===== config.mk =====
export PLATFORM = sky130hd
export DESIGN_NAME = lin_mode_ctrl
export DESIGN_NICKNAME = d
export VERILOG_FILES = /design/src/core/lin_mode_pkg.sv /design/src/core/lin_mode_ctrl.sv
export SDC_FILE = /design/constraint.sdc
export NUM_CORES = 1
export LEC_CHECK = 0
export BUFFER_PORTS_ARGS = -buffer_cell sky130_fd_sc_hd__buf_2
export CORE_MARGIN = 4
export CORE_UTILIZATION = 54
export DETAILED_ROUTE_END_ITERATION = 10
export PLACE_DENSITY = 0.82
export SETUP_SLACK_MARGIN = 0.3
export SYNTH_ARGS = -nofsm -noshare
export SYNTH_HDL_FRONTEND = slang
export SYNTH_SLANG_ARGS = --single-unit

===== constraint.sdc =====
create_clock -name clk -period 1.8 [get_ports clk]
set_input_delay 0.36 -clock clk [delete_from_list [all_inputs] [get_ports clk]]
set_output_delay 0.36 -clock clk [all_outputs]
set_load 0.01 [all_outputs]

===== src/core/lin_mode_pkg.sv =====
// package: modes, timing constants and carrier structs of the transceiver mode controller
package lin_mode_pkg;

	// clock rate
	localparam int unsigned CLK_HZ          = 100_000_000;
	localparam int unsigned CLK_PERIOD_NS   = 10;

	// wake dominant time, microseconds, least time rounds up
	localparam int unsigned WAKE_DOMINANT_US   = 80;
	localparam int unsigned WAKE_DOMINANT_CYC  =
		(WAKE_DOMINANT_US * 1000 + CLK_PERIOD_NS - 1) / CLK_PERIOD_NS;

	// mismatch report blanking after transmit-data fall, microseconds
	localparam int unsigned MISMATCH_BLANK_US  = 25;
	localparam int unsigned MISMATCH_BLANK_CYC =
		(MISMATCH_BLANK_US * 1000 + CLK_PERIOD_NS - 1) / CLK_PERIOD_NS;

	// regulator settle window after wake, microseconds (least / longest)
	localparam int unsigned SETTLE_MIN_US      = 300;
	localparam int unsigned SETTLE_MAX_US      = 1200;
	localparam int unsigned SETTLE_MIN_CYC     =
		(SETTLE_MIN_US * 1000 + CLK_PERIOD_NS - 1) / CLK_PERIOD_NS;
	localparam int unsigned SETTLE_MAX_CYC     = (SETTLE_MAX_US * 1000) / CLK_PERIOD_NS;

	// counter width shared by all timers
	localparam int unsigned TIMER_W            = 18;

	// fifo defaults
	localparam int unsigned FIFO_WIDTH         = 1;
	localparam int unsigned FIFO_DEPTH         = 8;

	// operating modes
	typedef enum logic [2:0] {
		MODE_POR,
		MODE_READY,
		MODE_OPERATION,
		MODE_TX_OFF,
		MODE_POWER_DOWN
	} mode_t;

	// synchronised pin samples
	typedef struct packed {
		logic supply_on;
		logic supply_off;
		logic regulator_good;
		logic select_local_wake_in;
		logic fault_out_tx_enable_in;
		logic txd;
		logic bus_level;
		logic bus_below_wake;
	} pins_t;

	// enables steered by the mode
	typedef struct packed {
		logic transmitter_en;
		logic receiver_en;
		logic regulator_en;
		logic pullup_en;
		logic wake_detect_en;
		logic reset_n;
	} enables_t;

endpackage


===== src/core/lin_mode_ctrl.sv =====
// transceiver mode controller with sample fifo and wake detection

// small fifo carrying received bus samples toward rxd
module lin_sample_fifo #(
	parameter int unsigned WIDTH = lin_mode_pkg::FIFO_WIDTH,
	parameter int unsigned DEPTH = lin_mode_pkg::FIFO_DEPTH
) (
	// clocking
	input  wire logic             clk,
	input  wire logic             sys_rst,
	input  wire logic             clk_en,
	// fill side
	input  wire logic             in_valid,
	output logic                  in_ready,
	input  wire logic [WIDTH-1:0] in_data,
	// drain side
	output logic                  out_valid,
	input  wire logic             out_ready,
	output logic [WIDTH-1:0]      out_data
);
	localparam int unsigned AW = (DEPTH > 1) ? $clog2(DEPTH) : 1;

	// elaboration checks
	if (DEPTH < 2 || (DEPTH & (DEPTH - 1)) != 0) begin : g_bad_depth
		$error("fifo depth must be a power of two of at least two");
	end
	if (WIDTH < 1) begin : g_bad_width
		$error("fifo width must be at least one");
	end

	// storage array
	logic [WIDTH-1:0] mem [DEPTH];

	// all fifo pointer state
	typedef struct packed {
		logic [AW:0] wr_ptr;
		logic [AW:0] rd_ptr;
	} fifo_state_t;

	fifo_state_t st;         // registered state
	fifo_state_t next_st;    // next state
	logic        push;       // write this cycle
	logic        pop;        // read this cycle
	logic        full;       // all entries used
	logic        empty;      // no entry held

	// flags from pointer difference
	always_comb begin
		empty     = (st.wr_ptr == st.rd_ptr);
		full      = (st.wr_ptr[AW-1:0] == st.rd_ptr[AW-1:0]) && (st.wr_ptr[AW] != st.rd_ptr[AW]);
		in_ready  = !full;
		out_valid = !empty;
		push      = clk_en && in_valid && !full;
		pop       = clk_en && out_ready && !empty;
		out_data  = mem[st.rd_ptr[AW-1:0]];
		next_st   = st;
		if (push) begin
			next_st.wr_ptr = st.wr_ptr + 1'b1;
		end
		if (pop) begin
			next_st.rd_ptr = st.rd_ptr + 1'b1;
		end
	end

	// pointer register
	always_ff @(posedge clk) begin
		if (sys_rst) begin
			st <= '0;
		end else begin
			st <= next_st;
		end
	end

	// data write, no reset needed
	always_ff @(posedge clk) begin
		if (push) begin
			mem[st.wr_ptr[AW-1:0]] <= in_data;
		end
	end
endmodule

// top: mode sequencing and pin gating
module lin_mode_ctrl #(
	parameter int unsigned WAKE_CYC     = lin_mode_pkg::WAKE_DOMINANT_CYC,
	parameter int unsigned BLANK_CYC    = lin_mode_pkg::MISMATCH_BLANK_CYC,
	parameter int unsigned FIFO_DEPTH   = lin_mode_pkg::FIFO_DEPTH
) (
	// clocking
	input  wire logic clk,
	input  wire logic sys_rst,
	input  wire logic clk_en,
	// supply, regulator and thermal comparators
	input  wire logic supply_on_in,
	input  wire logic supply_off_in,
	input  wire logic regulator_good_in,
	input  wire logic thermal_fault_in,
	// host pins
	input  wire logic select_local_wake_in,
	input  wire logic fault_out_tx_enable_in,
	output logic      fault_out_tx_enable_out,
	output logic      fault_out_tx_enable_oe,
	input  wire logic txd_in,
	output logic      rxd_out,
	output logic      reset_n_out,
	// bus pin and comparators
	input  wire logic bus_level_in,
	input  wire logic bus_below_wake_in,
	output logic      bus_out,
	output logic      bus_oe,
	output logic      bus_pullup_en,
	// analog enables
	output logic      regulator_en,
	output logic      receiver_en,
	output logic      transmitter_en,
	output logic      wake_detect_en,
	// fifo back-pressure seen by the receive path
	output logic      rx_fifo_ready,
	// mode readout
	output lin_mode_pkg::mode_t mode
);
	// elaboration checks
	if (WAKE_CYC < 1 || WAKE_CYC >= (1 << lin_mode_pkg::TIMER_W)) begin : g_bad_wake
		$error("wake count out of timer range");
	end
	if (BLANK_CYC < 1 || BLANK_CYC >= (1 << lin_mode_pkg::TIMER_W)) begin : g_bad_blank
		$error("blank count out of timer range");
	end

	localparam logic [lin_mode_pkg::TIMER_W-1:0] WAKE_LIM  =
		lin_mode_pkg::TIMER_W'(WAKE_CYC);
	localparam logic [lin_mode_pkg::TIMER_W-1:0] BLANK_LIM =
		lin_mode_pkg::TIMER_W'(BLANK_CYC);

	// raw pins gathered for the synchroniser
	lin_mode_pkg::pins_t raw;

	// all controller state
	typedef struct packed {
		lin_mode_pkg::pins_t        sync1;       // first stage, read only by sync2
		lin_mode_pkg::pins_t        sync2;       // settled samples
		lin_mode_pkg::pins_t        prev;        // previous settled samples
		lin_mode_pkg::mode_t        mode;        // current mode
		logic [lin_mode_pkg::TIMER_W-1:0] dom_cnt;   // dominant length in power-down
		logic                       dom_long;    // dominant held long enough
		logic [lin_mode_pkg::TIMER_W-1:0] blank_cnt; // blanking after txd fall
		logic                       mismatch;    // latched contention fault
		logic                       bus_wake;    // last wake came from bus
		logic                       rxd;         // registered receive data
		logic                       bus_drive;   // registered dominant drive
	} ctrl_state_t;

	ctrl_state_t st;          // registered state
	ctrl_state_t next_st;     // next state
	logic        fault_int;   // internal fault present
	logic        txe_eff;     // enable seen as high with no fault
	logic        sel_fall;    // select falling edge
	logic        txe_fall;    // enable falling edge
	logic        txd_fall;    // txd falling edge
	logic        bus_rise;    // bus rising edge
	logic        fifo_valid;  // fifo has a sample
	logic        fifo_data;   // oldest sample
	lin_mode_pkg::enables_t en; // mode enables

	// pins into one bundle
	always_comb begin
		raw.supply_on              = supply_on_in;
		raw.supply_off             = supply_off_in;
		raw.regulator_good         = regulator_good_in;
		raw.select_local_wake_in   = select_local_wake_in;
		raw.fault_out_tx_enable_in = fault_out_tx_enable_in;
		raw.txd                    = txd_in;
		raw.bus_level              = bus_level_in;
		raw.bus_below_wake         = bus_below_wake_in;
	end

	// enables per mode
	always_comb begin
		en = '0;
		case (st.mode)
			lin_mode_pkg::MODE_POR: begin
				en = '0;
			end
			lin_mode_pkg::MODE_READY: begin
				en.regulator_en = 1'b1;
				en.receiver_en  = 1'b1;
				en.reset_n      = st.sync2.regulator_good;
			end
			lin_mode_pkg::MODE_OPERATION: begin
				en.regulator_en   = 1'b1;
				en.receiver_en    = 1'b1;
				en.transmitter_en = st.sync2.regulator_good && !fault_int;
				en.pullup_en      = 1'b1;
				en.reset_n        = st.sync2.regulator_good;
			end
			lin_mode_pkg::MODE_TX_OFF: begin
				en.regulator_en = 1'b1;
				en.receiver_en  = 1'b1;
				en.reset_n      = st.sync2.regulator_good;
			end
			lin_mode_pkg::MODE_POWER_DOWN: begin
				en.wake_detect_en = 1'b1;
			end
			default: begin
				en = '0;
			end
		endcase
	end

	// fault view of the enable pin and edges on settled samples
	always_comb begin
		fault_int = st.mismatch || thermal_fault_in;
		txe_eff   = st.sync2.fault_out_tx_enable_in && !fault_int;
		sel_fall  = st.prev.select_local_wake_in && !st.sync2.select_local_wake_in;
		txe_fall  = st.prev.fault_out_tx_enable_in && !txe_eff;
		txd_fall  = st.prev.txd && !st.sync2.txd;
		bus_rise  = !st.prev.bus_below_wake && st.sync2.bus_below_wake ? 1'b0 :
			(st.prev.bus_below_wake && !st.sync2.bus_below_wake);
	end

	// next state
	always_comb begin
		next_st = st;
		if (clk_en) begin
			next_st.sync1 = raw;
			next_st.sync2 = st.sync1;
			next_st.prev  = st.sync2;
			next_st.prev.fault_out_tx_enable_in = txe_eff;
			// receive data through the fifo, forced recessive when receiver off
			if (fifo_valid) begin
				next_st.rxd = en.receiver_en ? fifo_data : 1'b1;
			end
			next_st.bus_drive = en.transmitter_en && !st.sync2.txd;
			// contention blanking and check
			if (txd_fall) begin
				next_st.blank_cnt = BLANK_LIM;
			end else if (st.blank_cnt != '0) begin
				next_st.blank_cnt = st.blank_cnt - 1'b1;
			end
			// only dominant sent while recessive seen is contention; recessive sent
			// while another node pulls dominant is ordinary reception
			if (st.sync2.select_local_wake_in && en.transmitter_en && st.blank_cnt == '0 &&
				!txd_fall && !st.sync2.txd && st.sync2.bus_level) begin
				next_st.mismatch = 1'b1;
			end else if (st.sync2.txd && st.sync2.bus_level) begin
				next_st.mismatch = 1'b0;
			end
			// wake qualification: long dominant then rising edge
			if (st.mode == lin_mode_pkg::MODE_POWER_DOWN && st.sync2.bus_below_wake) begin
				if (st.dom_cnt >= WAKE_LIM - 1'b1) begin
					next_st.dom_long = 1'b1;
				end else begin
					next_st.dom_cnt = st.dom_cnt + 1'b1;
				end
			end else if (!st.sync2.bus_below_wake) begin
				next_st.dom_cnt  = '0;
				next_st.dom_long = 1'b0;
			end
			// mode transitions
			case (st.mode)
				lin_mode_pkg::MODE_POR: begin
					if (st.sync2.supply_on && !st.sync2.supply_off) begin
						next_st.mode     = lin_mode_pkg::MODE_READY;
						next_st.bus_wake = 1'b0;
					end
				end
				lin_mode_pkg::MODE_READY: begin
					if (st.sync2.regulator_good && st.sync2.select_local_wake_in) begin
						if (txe_eff && st.sync2.txd) begin
							next_st.mode = lin_mode_pkg::MODE_OPERATION;
						end else if (!txe_eff) begin
							next_st.mode = lin_mode_pkg::MODE_TX_OFF;
						end
					end
				end
				lin_mode_pkg::MODE_OPERATION: begin
					if (sel_fall) begin
						next_st.mode = lin_mode_pkg::MODE_POWER_DOWN;
					end else if (txe_fall || !st.sync2.regulator_good) begin
						next_st.mode = lin_mode_pkg::MODE_TX_OFF;
					end
				end
				lin_mode_pkg::MODE_TX_OFF: begin
					if (!st.sync2.select_local_wake_in) begin
						next_st.mode = lin_mode_pkg::MODE_POWER_DOWN;
					end else if (st.sync2.regulator_good && txe_eff && st.sync2.txd) begin
						next_st.mode = lin_mode_pkg::MODE_OPERATION;
					end
				end
				lin_mode_pkg::MODE_POWER_DOWN: begin
					if (st.dom_long && bus_rise) begin
						next_st.mode     = lin_mode_pkg::MODE_READY;
						next_st.bus_wake = 1'b1;
						next_st.dom_long = 1'b0;
						next_st.dom_cnt  = '0;
					end else if (st.sync2.select_local_wake_in) begin
						next_st.mode     = lin_mode_pkg::MODE_READY;
						next_st.bus_wake = 1'b0;
					end
				end
				default: begin
					next_st.mode = lin_mode_pkg::MODE_POR;
				end
			endcase
			if (st.sync2.supply_off) begin
				next_st.mode = lin_mode_pkg::MODE_POR;
			end
		end
	end

	// state register
	always_ff @(posedge clk) begin
		if (sys_rst) begin
			st          <= '0;
			st.mode     <= lin_mode_pkg::MODE_POR;
			st.rxd      <= 1'b1;
			st.sync1.supply_off <= 1'b1;
			st.sync2.supply_off <= 1'b1;
		end else begin
			st <= next_st;
		end
	end

	// received samples buffered; drained each enabled cycle while the receiver is on
	lin_sample_fifo #(
		.WIDTH (1),
		.DEPTH (FIFO_DEPTH)
	) u_rx_fifo (
		.clk       (clk),
		.sys_rst   (sys_rst),
		.clk_en    (clk_en),
		.in_valid  (1'b1),
		.in_ready  (rx_fifo_ready),
		.in_data   (st.sync2.bus_level),
		.out_valid (fifo_valid),
		.out_ready (en.receiver_en),
		.out_data  (fifo_data)
	);

	// outputs
	always_comb begin
		mode           = st.mode;
		rxd_out        = st.rxd;
		bus_out        = 1'b0;
		bus_oe         = st.bus_drive && en.transmitter_en;
		bus_pullup_en  = en.pullup_en;
		regulator_en   = en.regulator_en;
		receiver_en    = en.receiver_en;
		transmitter_en = en.transmitter_en;
		wake_detect_en = en.wake_detect_en;
		reset_n_out    = en.reset_n;
		fault_out_tx_enable_out = 1'b0;
		// open drain: pull low on fault outside power-on reset while select high, or to show bus wake in ready while select low
		if (st.sync2.select_local_wake_in) begin
			fault_out_tx_enable_oe = st.mode != lin_mode_pkg::MODE_POR && fault_int;
		end else begin
			fault_out_tx_enable_oe = st.bus_wake &&
				(st.mode == lin_mode_pkg::MODE_READY);
		end
	end
endmodule


==> results.txt, run 1 <==
----------------------------------------------------
[Timing]
  Final count of hold timing violations ... 0
  Count of endpoints failing setup in the final report ... 34
  Period utilisation layout ... 112%
  Unrepaired setup endpoints after global routing ... yes
  Min Hold Slack ... approximately 230 ps
  Final worst path period need ... 2010 ps
  Final critical-path setup slack ... -209 ps
  Maximum clock frequency ... 498 MHz
  Clock skew ... 14.6 ps
  Pins over their slew limit ... 0
  Total negative setup slack ... -3480 ps

[Die]
  Boundary Pins ... 27
  FP Rows ... 31
  Initial core utilization ... 55.9%
  Die width ... 94.9 um
  Die extent in y ... 94.9 um
  Core Footprint ... roughly 7300 um^2
  Die area ... 9000 um^2

[Global route]
  Antenna violations before repair ... 0
  First-pass GRT wire length ... 20.0 mm
  Largest net degree at the start of global routing ... 44
  GR Util All Layers ... 28.8%
  Total overflow reported by the global router ... 0
  Via count of the first global-routing pass ... 4061

[Finish]
  Area growth from synthesis to layout ... 46.7%
  Fill count ... a little under 400
  Ratio of cells with drive above 1 in the final layout ... a little under half
  Most frequent standard cell in the layout excluding fill and tap cells ... buf_4
  Final design utilization ... 82.0%
  Number of nets in the finished design ... 563
  Most used cells in the layout excluding fill and tap cells ... 59 x buf_4, 53 x nor2_1, 51 x dfxtp_1
  Storage element area ... 1790 um^2
  Number of cells in the finished layout apart from fillers ... approximately 650
  Antenna diode count ... 0
  Multi-input gate area ... 2830 um^2
  Final instance area ... 5980 um^2

[Yosys]
  Arithmetic-cell share of the synthesized area counting full adders, half adders and majority gates ... 1.23%
  Simple-gate area share of the yosys netlist ... about a quarter
  Area fraction of the dominant cell type after synthesis ... 36.9%
  Post-synth EDFFs ... 8
  XOR/XNOR share of the synthesized area ... 4.51%
  Largest cells by area after synthesis ... dfxtp_1 37%, nor2_1 6.1%, edfxtp_1 5.9%
  Area fraction in compound gates after synthesis ... 14.1%
  Warnings from Yosys ... 0
  Yosys top cell by area ... dfxtp_1
  Main combinational cell family by area after synthesis ... simple AND/OR/NAND/NOR gates
  Post-synthesis average cell area ... 8.95 um^2
  Primary FF master, synth ... dfxtp_1
  Share of synthesized area occupied by flip-flops and latches ... between 40% and 50%
  Total of flip-flops plus latches after synthesis ... 83
  Post-Synthesis Cells ... 455
  Share of synthesized area spent on multiplexers ... between 7 and 8%
  Fraction of registers with async set/reset ... 0%
  Mapped Area ... 4070 um^2
  Synth cell types ... 69

[Outcome]
  Violations in the final reports ... setup timing
  Run status ... finished with violations

[Pwr]
  Power Total ... 6.72 mW
  Pwr per Cell Area ... 1120 nW/um^2
  Max IR drop VDD ... 1.79 mV
  Reported leakage power ... about 2.2 nW

[Route]
  Final routed wire length divided by cell count ... 21.3 um
  Pre-Repair DR Iteration Count ... 5
  Residual antenna-violating net count after detailed routing ... 0
  Via count ... between 4000 and 5000
  DRT iter0 DRCs ... 359
  Total detailed-routing wirelength ... 13.8 mm
  Ratio of routed vias to standard cells ... 6.45
  Total DRC errors in the routed layout ... 0

[Run]
  Max Cap Viol ... 0

[Critical path]
  Crit path required time ... 2020 ps
  CP max stage cell ... or4_4
  Type of origin of the critical path ... register
  Combined buffer and inverter count along the critical path ... 1
  Ordered cell list for the critical path ... or4_4 -> or3b_4 -> buf_6 -> or2_4 -> a21oi_2 -> a311oi_2
  Largest stage delay on the critical path ... 520 ps
  Kind of cell adding the most delay to the critical path ... simple AND/OR/NAND/NOR gates
  Critical path endpoint category ... register
  Maximum fanout count along the critical path ... 5
  Crit Path Class ... reg2reg
  Arrival time reported for the critical path endpoint ... ~2200 ps

[CTS]
  Number of buffers created by CTS ... 9
  CTS H-tree lvls ... 3
  Clock Root Buffer ... clkbuf_8
  Skew-Pair Late Insertion Delay ... 370 ps
  Number of sinks driven by the clock tree ... 83
  Clock tree from TritonCTS ... yes
  Clock transition at the register clock pins on the worst setup and hold paths after CTS ... 80 ps
  Clk buf depth ... 2

[Worst hold path]
  Class of the tightest hold or removal check ... in2reg

[Place]
  Placed cell count ... 593
  Worst setup timing slack at the placement stage ... -176 ps
  Gp weighted congestion ... 0.827
  Placement Cell Area ... 4810 um^2
  Post-detail-place hpwl ... 6.88 mm
  I/O Buffers ... 24

----------------------------------------------------
==> power breakdown <==
group	total [mW]	switching, mW	internal (mW)
combinational	2.85	1.50	1.35
sequential	2.26	0.202	2.06
clock	1.61	0.738	0.873
total	6.72	2.44	4.28
==> final timing paths <==
kind | cells past startpoint | slack [ps] | from | endpoint
hold / removal | 3 | 230 | supply_off_in | st[66]
hold reg to reg | 1 | 460 | st[36] | st[36]
setup reg to reg | 6 | -210 | st[14] | st[5]
setup / recovery | 6 | -210 | st[14] | st[5]
==> kinds of logic after synthesis <==
| kind of cell | Yosys count |
|---|---|
| compound gates | 83 |
| xor+xnor | 21 |
| fa+ha+maj | 4 |
| buf+inv | 44 |
| flops | 83 |
| mux | 26 |
| other cells | 1 |
| simple gates | 193 |
==> synth_stat cells, drive strengths merged (3+ instances only) <==
master,number
nand2,24
nand4,13
and2,9
buf,14
ha,4
o21ai,13
and3,4
a41oi,3
or4,4
or2,4
dfxtp,75
or3b,4
a31oi,4
inv,10
nor3,18
edfxtp,8
nand3,13
nand2b,6
a21oi,20
xor2,12
clkbuf,19
nor2b,3
nor4b,3
a311oi,6
o211ai,7
o2111ai,4
xnor2,9
mux2i,23
or3,6
nor4,5
o21a,5
nor2,66
==> routing by layer <==
| layer | track usage (%) | wire (um) | vias up |
|---|---|---|---|
| met5 | 0 | 0 | - |
| met4 | 16.8 | 738 | 0 |
| met3 | 5.02 | 914 | 64 |
| met2 | 49.4 | 7010 | 244 |
| met1 | 33.5 | 5180 | 2060 |
| li1 | - | - | 1834 |
==> what timing repair did <==
action	4_1_cts	5_1_grt
pin swaps	42	35
endpoints found under the setup margin	57	68
hold buffers	0	0
setup buffers	27	15
gates resized for setup	81	64
==> worst register-to-register path, cell delays in order (launching register included) <==
cell and delay (ps):
dfxtp_2 320, or4_4 520, or3b_4 400, buf_6 150
or2_4 270, a21oi_2 150, a311oi_2 60
==> sequential cells by signal, indices dropped and copies added (netlist names), named ones only <==
signal and cells:
rxd_out 1, st 60, u_rx_fifo.st 8, u_rx_fifo.mem 8, mode 3
==> layout make-up <==
cell class / instances / share of cell area [%]
tap: 99 / 2.07
inverter: 11 / 0.858
sequential: 83 / 29.9
multi-input combinational: 329 / 47.3
clock buffer: 11 / 2.55
timing repair buffer: 113 / 15.9
clock inverter: 5 / 1.38
Power figures use the tool's default switching activity.
==> run 2, diff against run 1 <==
PLACE_DENSITY = 0.75   (was 0.82)
==> results.txt, run 2 (synthesized netlist as in run 1, its figures left out) <==
----------------------------------------------------
[Timing]
  Final count of hold timing violations ... 0
  Min Hold Slack ... 221 ps
  Final critical-path setup slack ... -223 ps
  Clock skew ... 16.0 ps
  Final worst path period need ... around 2000 ps
  Maximum clock frequency ... 494 MHz
  Count of endpoints failing setup in the final report ... 30
  Unrepaired setup endpoints after global routing ... yes
  Pins over their slew limit ... 0
  Period utilisation layout ... 112%

[Pwr]
  Reported leakage power ... about 2.2 nW
  Power Total ... 6.52 mW
  NetSw ... between 2 and 2.5 mW
  Logic gate share of total power ... between 40 and 50%
  Sequential Power Share ... 34.4%
  Max IR drop VDD ... 1.67 mV
  Internal portion of total power ... a little over 4 mW
  Relative contribution of the clock network to total power ... 19.4%
  Pwr per Cell Area ... around 1100 nW/um^2
  Switching share of total power ... 37.6%

[CTS]
  Clock tree from TritonCTS ... yes
  Cts-stage hold buffer count ... 0
  Number of buffers created by CTS ... 9
  Clock transition at the register clock pins on the worst setup and hold paths after CTS ... 90 ps
  Clock Root Buffer ... clkbuf_8
  Number of sinks driven by the clock tree ... 83
  Skew-Pair Late Insertion Delay ... 370 ps
  Clk buf depth ... 2
  CTS H-tree lvls ... 3

[Global route]
  GR Util All Layers ... 25.6%
  Via count of the first global-routing pass ... 3780
  Total overflow reported by the global router ... 0
  First-pass GRT wire length ... 18.2 mm
  Antenna violations before repair ... 0
  Largest net degree at the start of global routing ... 33

[Finish]
  Most used cells in the layout excluding fill and tap cells ... 56 x buf_4, 55 x nor2_1, 51 x dfxtp_1
  Area growth from synthesis to layout ... 45.4%
  Most frequent standard cell in the layout excluding fill and tap cells ... buf_4
  Antenna diode count ... 0
  Number of nets in the finished design ... roughly 560
  Ratio of cells with drive above 1 in the final layout ... 44.5%
  Largest register FFs ... 60
  Final design utilization ... 81.2%
  Register with the highest flop count ... st

[Critical path]
  Ordered cell list for the critical path ... or4_4 -> or3b_4 -> buf_8 -> or2_4 -> a311oi_1
  Largest stage delay on the critical path ... 530 ps
  Crit Path Class ... reg2reg
  Maximum fanout count along the critical path ... 5
  Critical path endpoint category ... register
  Type of origin of the critical path ... register
  Crit path required time ... between 2000 and 2500 ps
  Arrival time reported for the critical path endpoint ... 2310 ps
  CP max stage cell ... or4_4

[Die]
  Core Footprint ... 7290 um^2
  Initial core utilization ... 55.9%
  FP Rows ... 31
  Boundary Pins ... 27
  Die extent in y ... about 95 um
  Die area ... roughly 9000 um^2
  Die width ... 94.9 um

[Outcome]
  Violations in the final reports ... setup timing
  Run status ... finished with violations

[Place]
  Post-detail-place hpwl ... 6.61 mm
  I/O Buffers ... 24
  Gp weighted congestion ... 0.852

[Route]
  Total detailed-routing wirelength ... 12.0 mm
  Final routed wire length divided by cell count ... 18.5 um
  Pre-Repair DR Iteration Count ... 6
  DRT iter0 DRCs ... 305
  Ratio of routed vias to standard cells ... about 6.1
  Total DRC errors in the routed layout ... 0
  Via count ... 3969
  Residual antenna-violating net count after detailed routing ... 0

[Run]
  Max Cap Viol ... 0

[Worst hold path]
  Class of the tightest hold or removal check ... in2reg

----------------------------------------------------
==> run 2: cell count changes in the layout (fill, tap and decap cells not counted), sizes merged <==
cell      before  now
clkinvlp       0    2
clkinv         4    3
buf          113  111
inv           10   11
bufinv         2    0
==> run 2: per-stage QoR <==
stage / setup TNS (ps) / cell area [um^2] / cells / worst slack [ps]
detailed placement: -2180 / 4810 / 593 / -198
floorplan: -1290 / 4450 / 456 / -127
finish: -3650 / 5920 / 649 / -223
global placement: -1720 / 4810 / 593 / -151
CTS: -3130 / 5590 / 636 / -193
global route: -5750 / 5920 / 649 / -267
==> run 2: repair_timing <==
action | CTS | global route
pin swaps | 45 | 40
gates resized for setup | 91 | 53
endpoints found under the setup margin | 60 | 63
cloned | 1 | 0
setup buffers | 26 | 13
==> run 2: final cells by class <==
| class | instances | area [um^2] |
|---|---|---|
| clock buffer | 11 | 141 |
| clock inverter | 5 | 36.3 |
| fill | 411 | 1370 |
| inverter | 11 | 51.3 |
| multi-input combinational | 329 | 2840 |
| sequential | 83 | 1800 |
| tap | 99 | 124 |
| timing repair buffer | 111 | 936 |
==> run 2: routing by layer <==
layer  track usage [%]  wire, um  up-vias
met5                 0         0        -
met4              8.65       318        0
met3              5.26       668       39
met2              43.8      6110      153
met1              32.1      4890     1949
li1                  -         -     1828
==> run 2: power by group through the flow <==
stage | combinational, mW | clock, mW | sequential [mW]
6_report | 3.01 | 1.26 | 2.25
5_1_grt | 3.24 | 1.37 | 2.27
4_1_cts | 2.63 | 1.25 | 2.25
3_5_place_dp | 1.97 | 0 | 2.27
3_3_place_gp | 1.93 | 0 | 2.26
2_1_floorplan | 1.45 | 0 | 2.26
==> run 2: path summary, 6_finish.rpt <==
check / startpoint / endpoint / slack [ps] / cells after the start
setup / recovery: st[14] / st[5] / -220 / 5
hold / removal: bus_level_in / st[61] / 220 / 3
setup reg to reg: st[14] / st[5] / -220 / 5
hold reg to reg: st[37] / st[37] / 460 / 1
==> run 2: worst max-delay path, delay by kind of cell, from the launching register on <==
family	cells	cell delay, ps
AO/OA/AOI/OAI	1	240
buffers and inverters	1	160
flip-flops	1	330
AND/OR/NAND/NOR	3	1210
==> run 3, diff against run 2 <==
CTS_BUF_LIST = sky130_fd_sc_hd__clkbuf_8 sky130_fd_sc_hd__clkbuf_16   (was not set)
SKIP_LAST_GASP = 1   (was not set)
==> results.txt, run 3 (synthesized netlist as in run 1, its figures left out) <==
----------------------------------------------------
[Outcome]
  Run status ... finished with violations
  Violations in the final reports ... setup timing

[CTS]
  Clock Root Buffer ... clkbuf_8
  Clock tree from TritonCTS ... yes
  Clk buf depth ... 2
  Skew-Pair Late Insertion Delay ... 360 ps
  Clock transition at the register clock pins on the worst setup and hold paths after CTS ... 90 ps
  CTS H-tree lvls ... 3
  Number of buffers created by CTS ... 9
  Number of sinks driven by the clock tree ... 83

[Global route]
  Met1 layer usage reported by global route ... between 30 and 40%
  Total overflow reported by the global router ... 0
  GR Util All Layers ... 25.5%
  Met2 track demand over resource ... 43.9%
  First-pass GRT wire length ... 18.1 mm
  Global route hottest layer ... met2
  Met3 Usage GRT ... 4.86%
  Via count of the first global-routing pass ... 3770
  Antenna violations before repair ... 0
  Largest net degree at the start of global routing ... 33

[Route]
  Ratio of routed vias to standard cells ... about 6.0
  DRT iter0 DRCs ... 223
  Total DRC errors in the routed layout ... 0
  Total detailed-routing wirelength ... roughly 11 mm
  Pre-Repair DR Iteration Count ... 5
  Final routed wire length divided by cell count ... 17.6 um
  Residual antenna-violating net count after detailed routing ... 0
  Via count ... 3871

[Finish]
  Storage element area ... 1790 um^2
  Number of nets in the finished design ... 559
  Fill count ... around 440
  Register with the highest flop count ... st
  Final design utilization ... 79.6%
  Area growth from synthesis to layout ... 42.5%
  Antenna diode count ... 0
  Ratio of cells with drive above 1 in the final layout ... 44.3%
  Number of cells in the finished layout apart from fillers ... 647
  Most used cells in the layout excluding fill and tap cells ... 61 x buf_4, 54 x nor2_1, 51 x dfxtp_1
  Largest register FFs ... 60
  Final instance area ... 5810 um^2
  Multi-input gate area ... approximately 2800 um^2
  Most frequent standard cell in the layout excluding fill and tap cells ... buf_4

[Critical path]
  Critical path endpoint category ... register
  Largest stage delay on the critical path ... around 530 ps
  Type of origin of the critical path ... register
  Kind of cell adding the most delay to the critical path ... simple AND/OR/NAND/NOR gates
  Arrival time reported for the critical path endpoint ... 2290 ps
  Maximum fanout count along the critical path ... 5
  Combined buffer and inverter count along the critical path ... 1
  Ordered cell list for the critical path ... or4_4 -> or3b_4 -> buf_8 -> or2_4 -> a311oi_1
  Crit path required time ... 2080 ps
  Crit Path Class ... reg2reg
  CP max stage cell ... or4_4

[Place]
  I/O Buffers ... 24
  Gp weighted congestion ... between 0.8 and 0.9
  Post-detail-place hpwl ... about 6.6 mm
  Placement Cell Area ... 4810 um^2
  Worst setup timing slack at the placement stage ... -198 ps
  Placed cell count ... 593

[Pwr]
  Power Total ... 6.42 mW
  Pwr per Cell Area ... 1100 nW/um^2
  Max IR drop VDD ... 1.63 mV
  Reported leakage power ... 2.18 nW

[Timing]
  Clock skew ... 8.24 ps
  Final worst path period need ... 2010 ps
  Final count of hold timing violations ... 0
  Pins over their slew limit ... 0
  Total negative setup slack ... -3390 ps
  Count of endpoints failing setup in the final report ... 30
  Min Hold Slack ... 229 ps
  Period utilisation layout ... 112%
  Maximum clock frequency ... between 400 and 500 MHz
  Unrepaired setup endpoints after global routing ... yes
  Final critical-path setup slack ... -212 ps

[Run]
  Max Cap Viol ... 0

[Die]
  Die area ... 9000 um^2
  Boundary Pins ... 27
  Initial core utilization ... 55.9%
  Die width ... 94.9 um
  Core Footprint ... 7290 um^2
  Die extent in y ... 94.9 um
  FP Rows ... 31

[Worst hold path]
  Class of the tightest hold or removal check ... in2reg

----------------------------------------------------
-- run 3: tightest hold or removal path, stage by stage --
cell and delay, ps:
buf_2 70, mux2i_1 50, nor2_1 70
-- run 3: final cells by class --
class,count,share of cell area (%)
clock buffers,10,2.37
clock inverters,6,0.690
inverters,11,0.883
multi-input cells,329,47.7
flip-flops and latches,83,30.9
well taps,99,2.13
repair buffers,109,15.3
-- run 3: routing by layer --
layer  part of all wire, %  routed length (um)
met5                     0                   0
met4                   3.5                 396
met3                   5.5                 628
met2                    50                5630
met1                    41                4720
-- run 3: final timing paths --
check / start / endpoint / slack (ps) / cells after the start
setup / recovery: st[14] / st[5] / -210 / 5
hold / removal: bus_level_in / st[61] / 230 / 3
setup reg to reg: st[14] / st[5] / -210 / 5
hold reg to reg: st[37] / st[37] / 460 / 1
-- run 3: timing repair --
action                                 CTS  global route
resized for setup                       84            42
pin swaps                               42            34
endpoints found under the hold margin    0             0
hold buffers                             0             0
cloned                                   1             0
setup endpoints to repair               60            66
setup buffers                           26            11
-- run 3: power breakdown --
part | internal (mW) | switching [mW]
Combinational | 1.46 | 1.47
Clock | 0.537 | 0.706
Sequential | 2.05 | 0.194
Total | 4.05 | 2.37
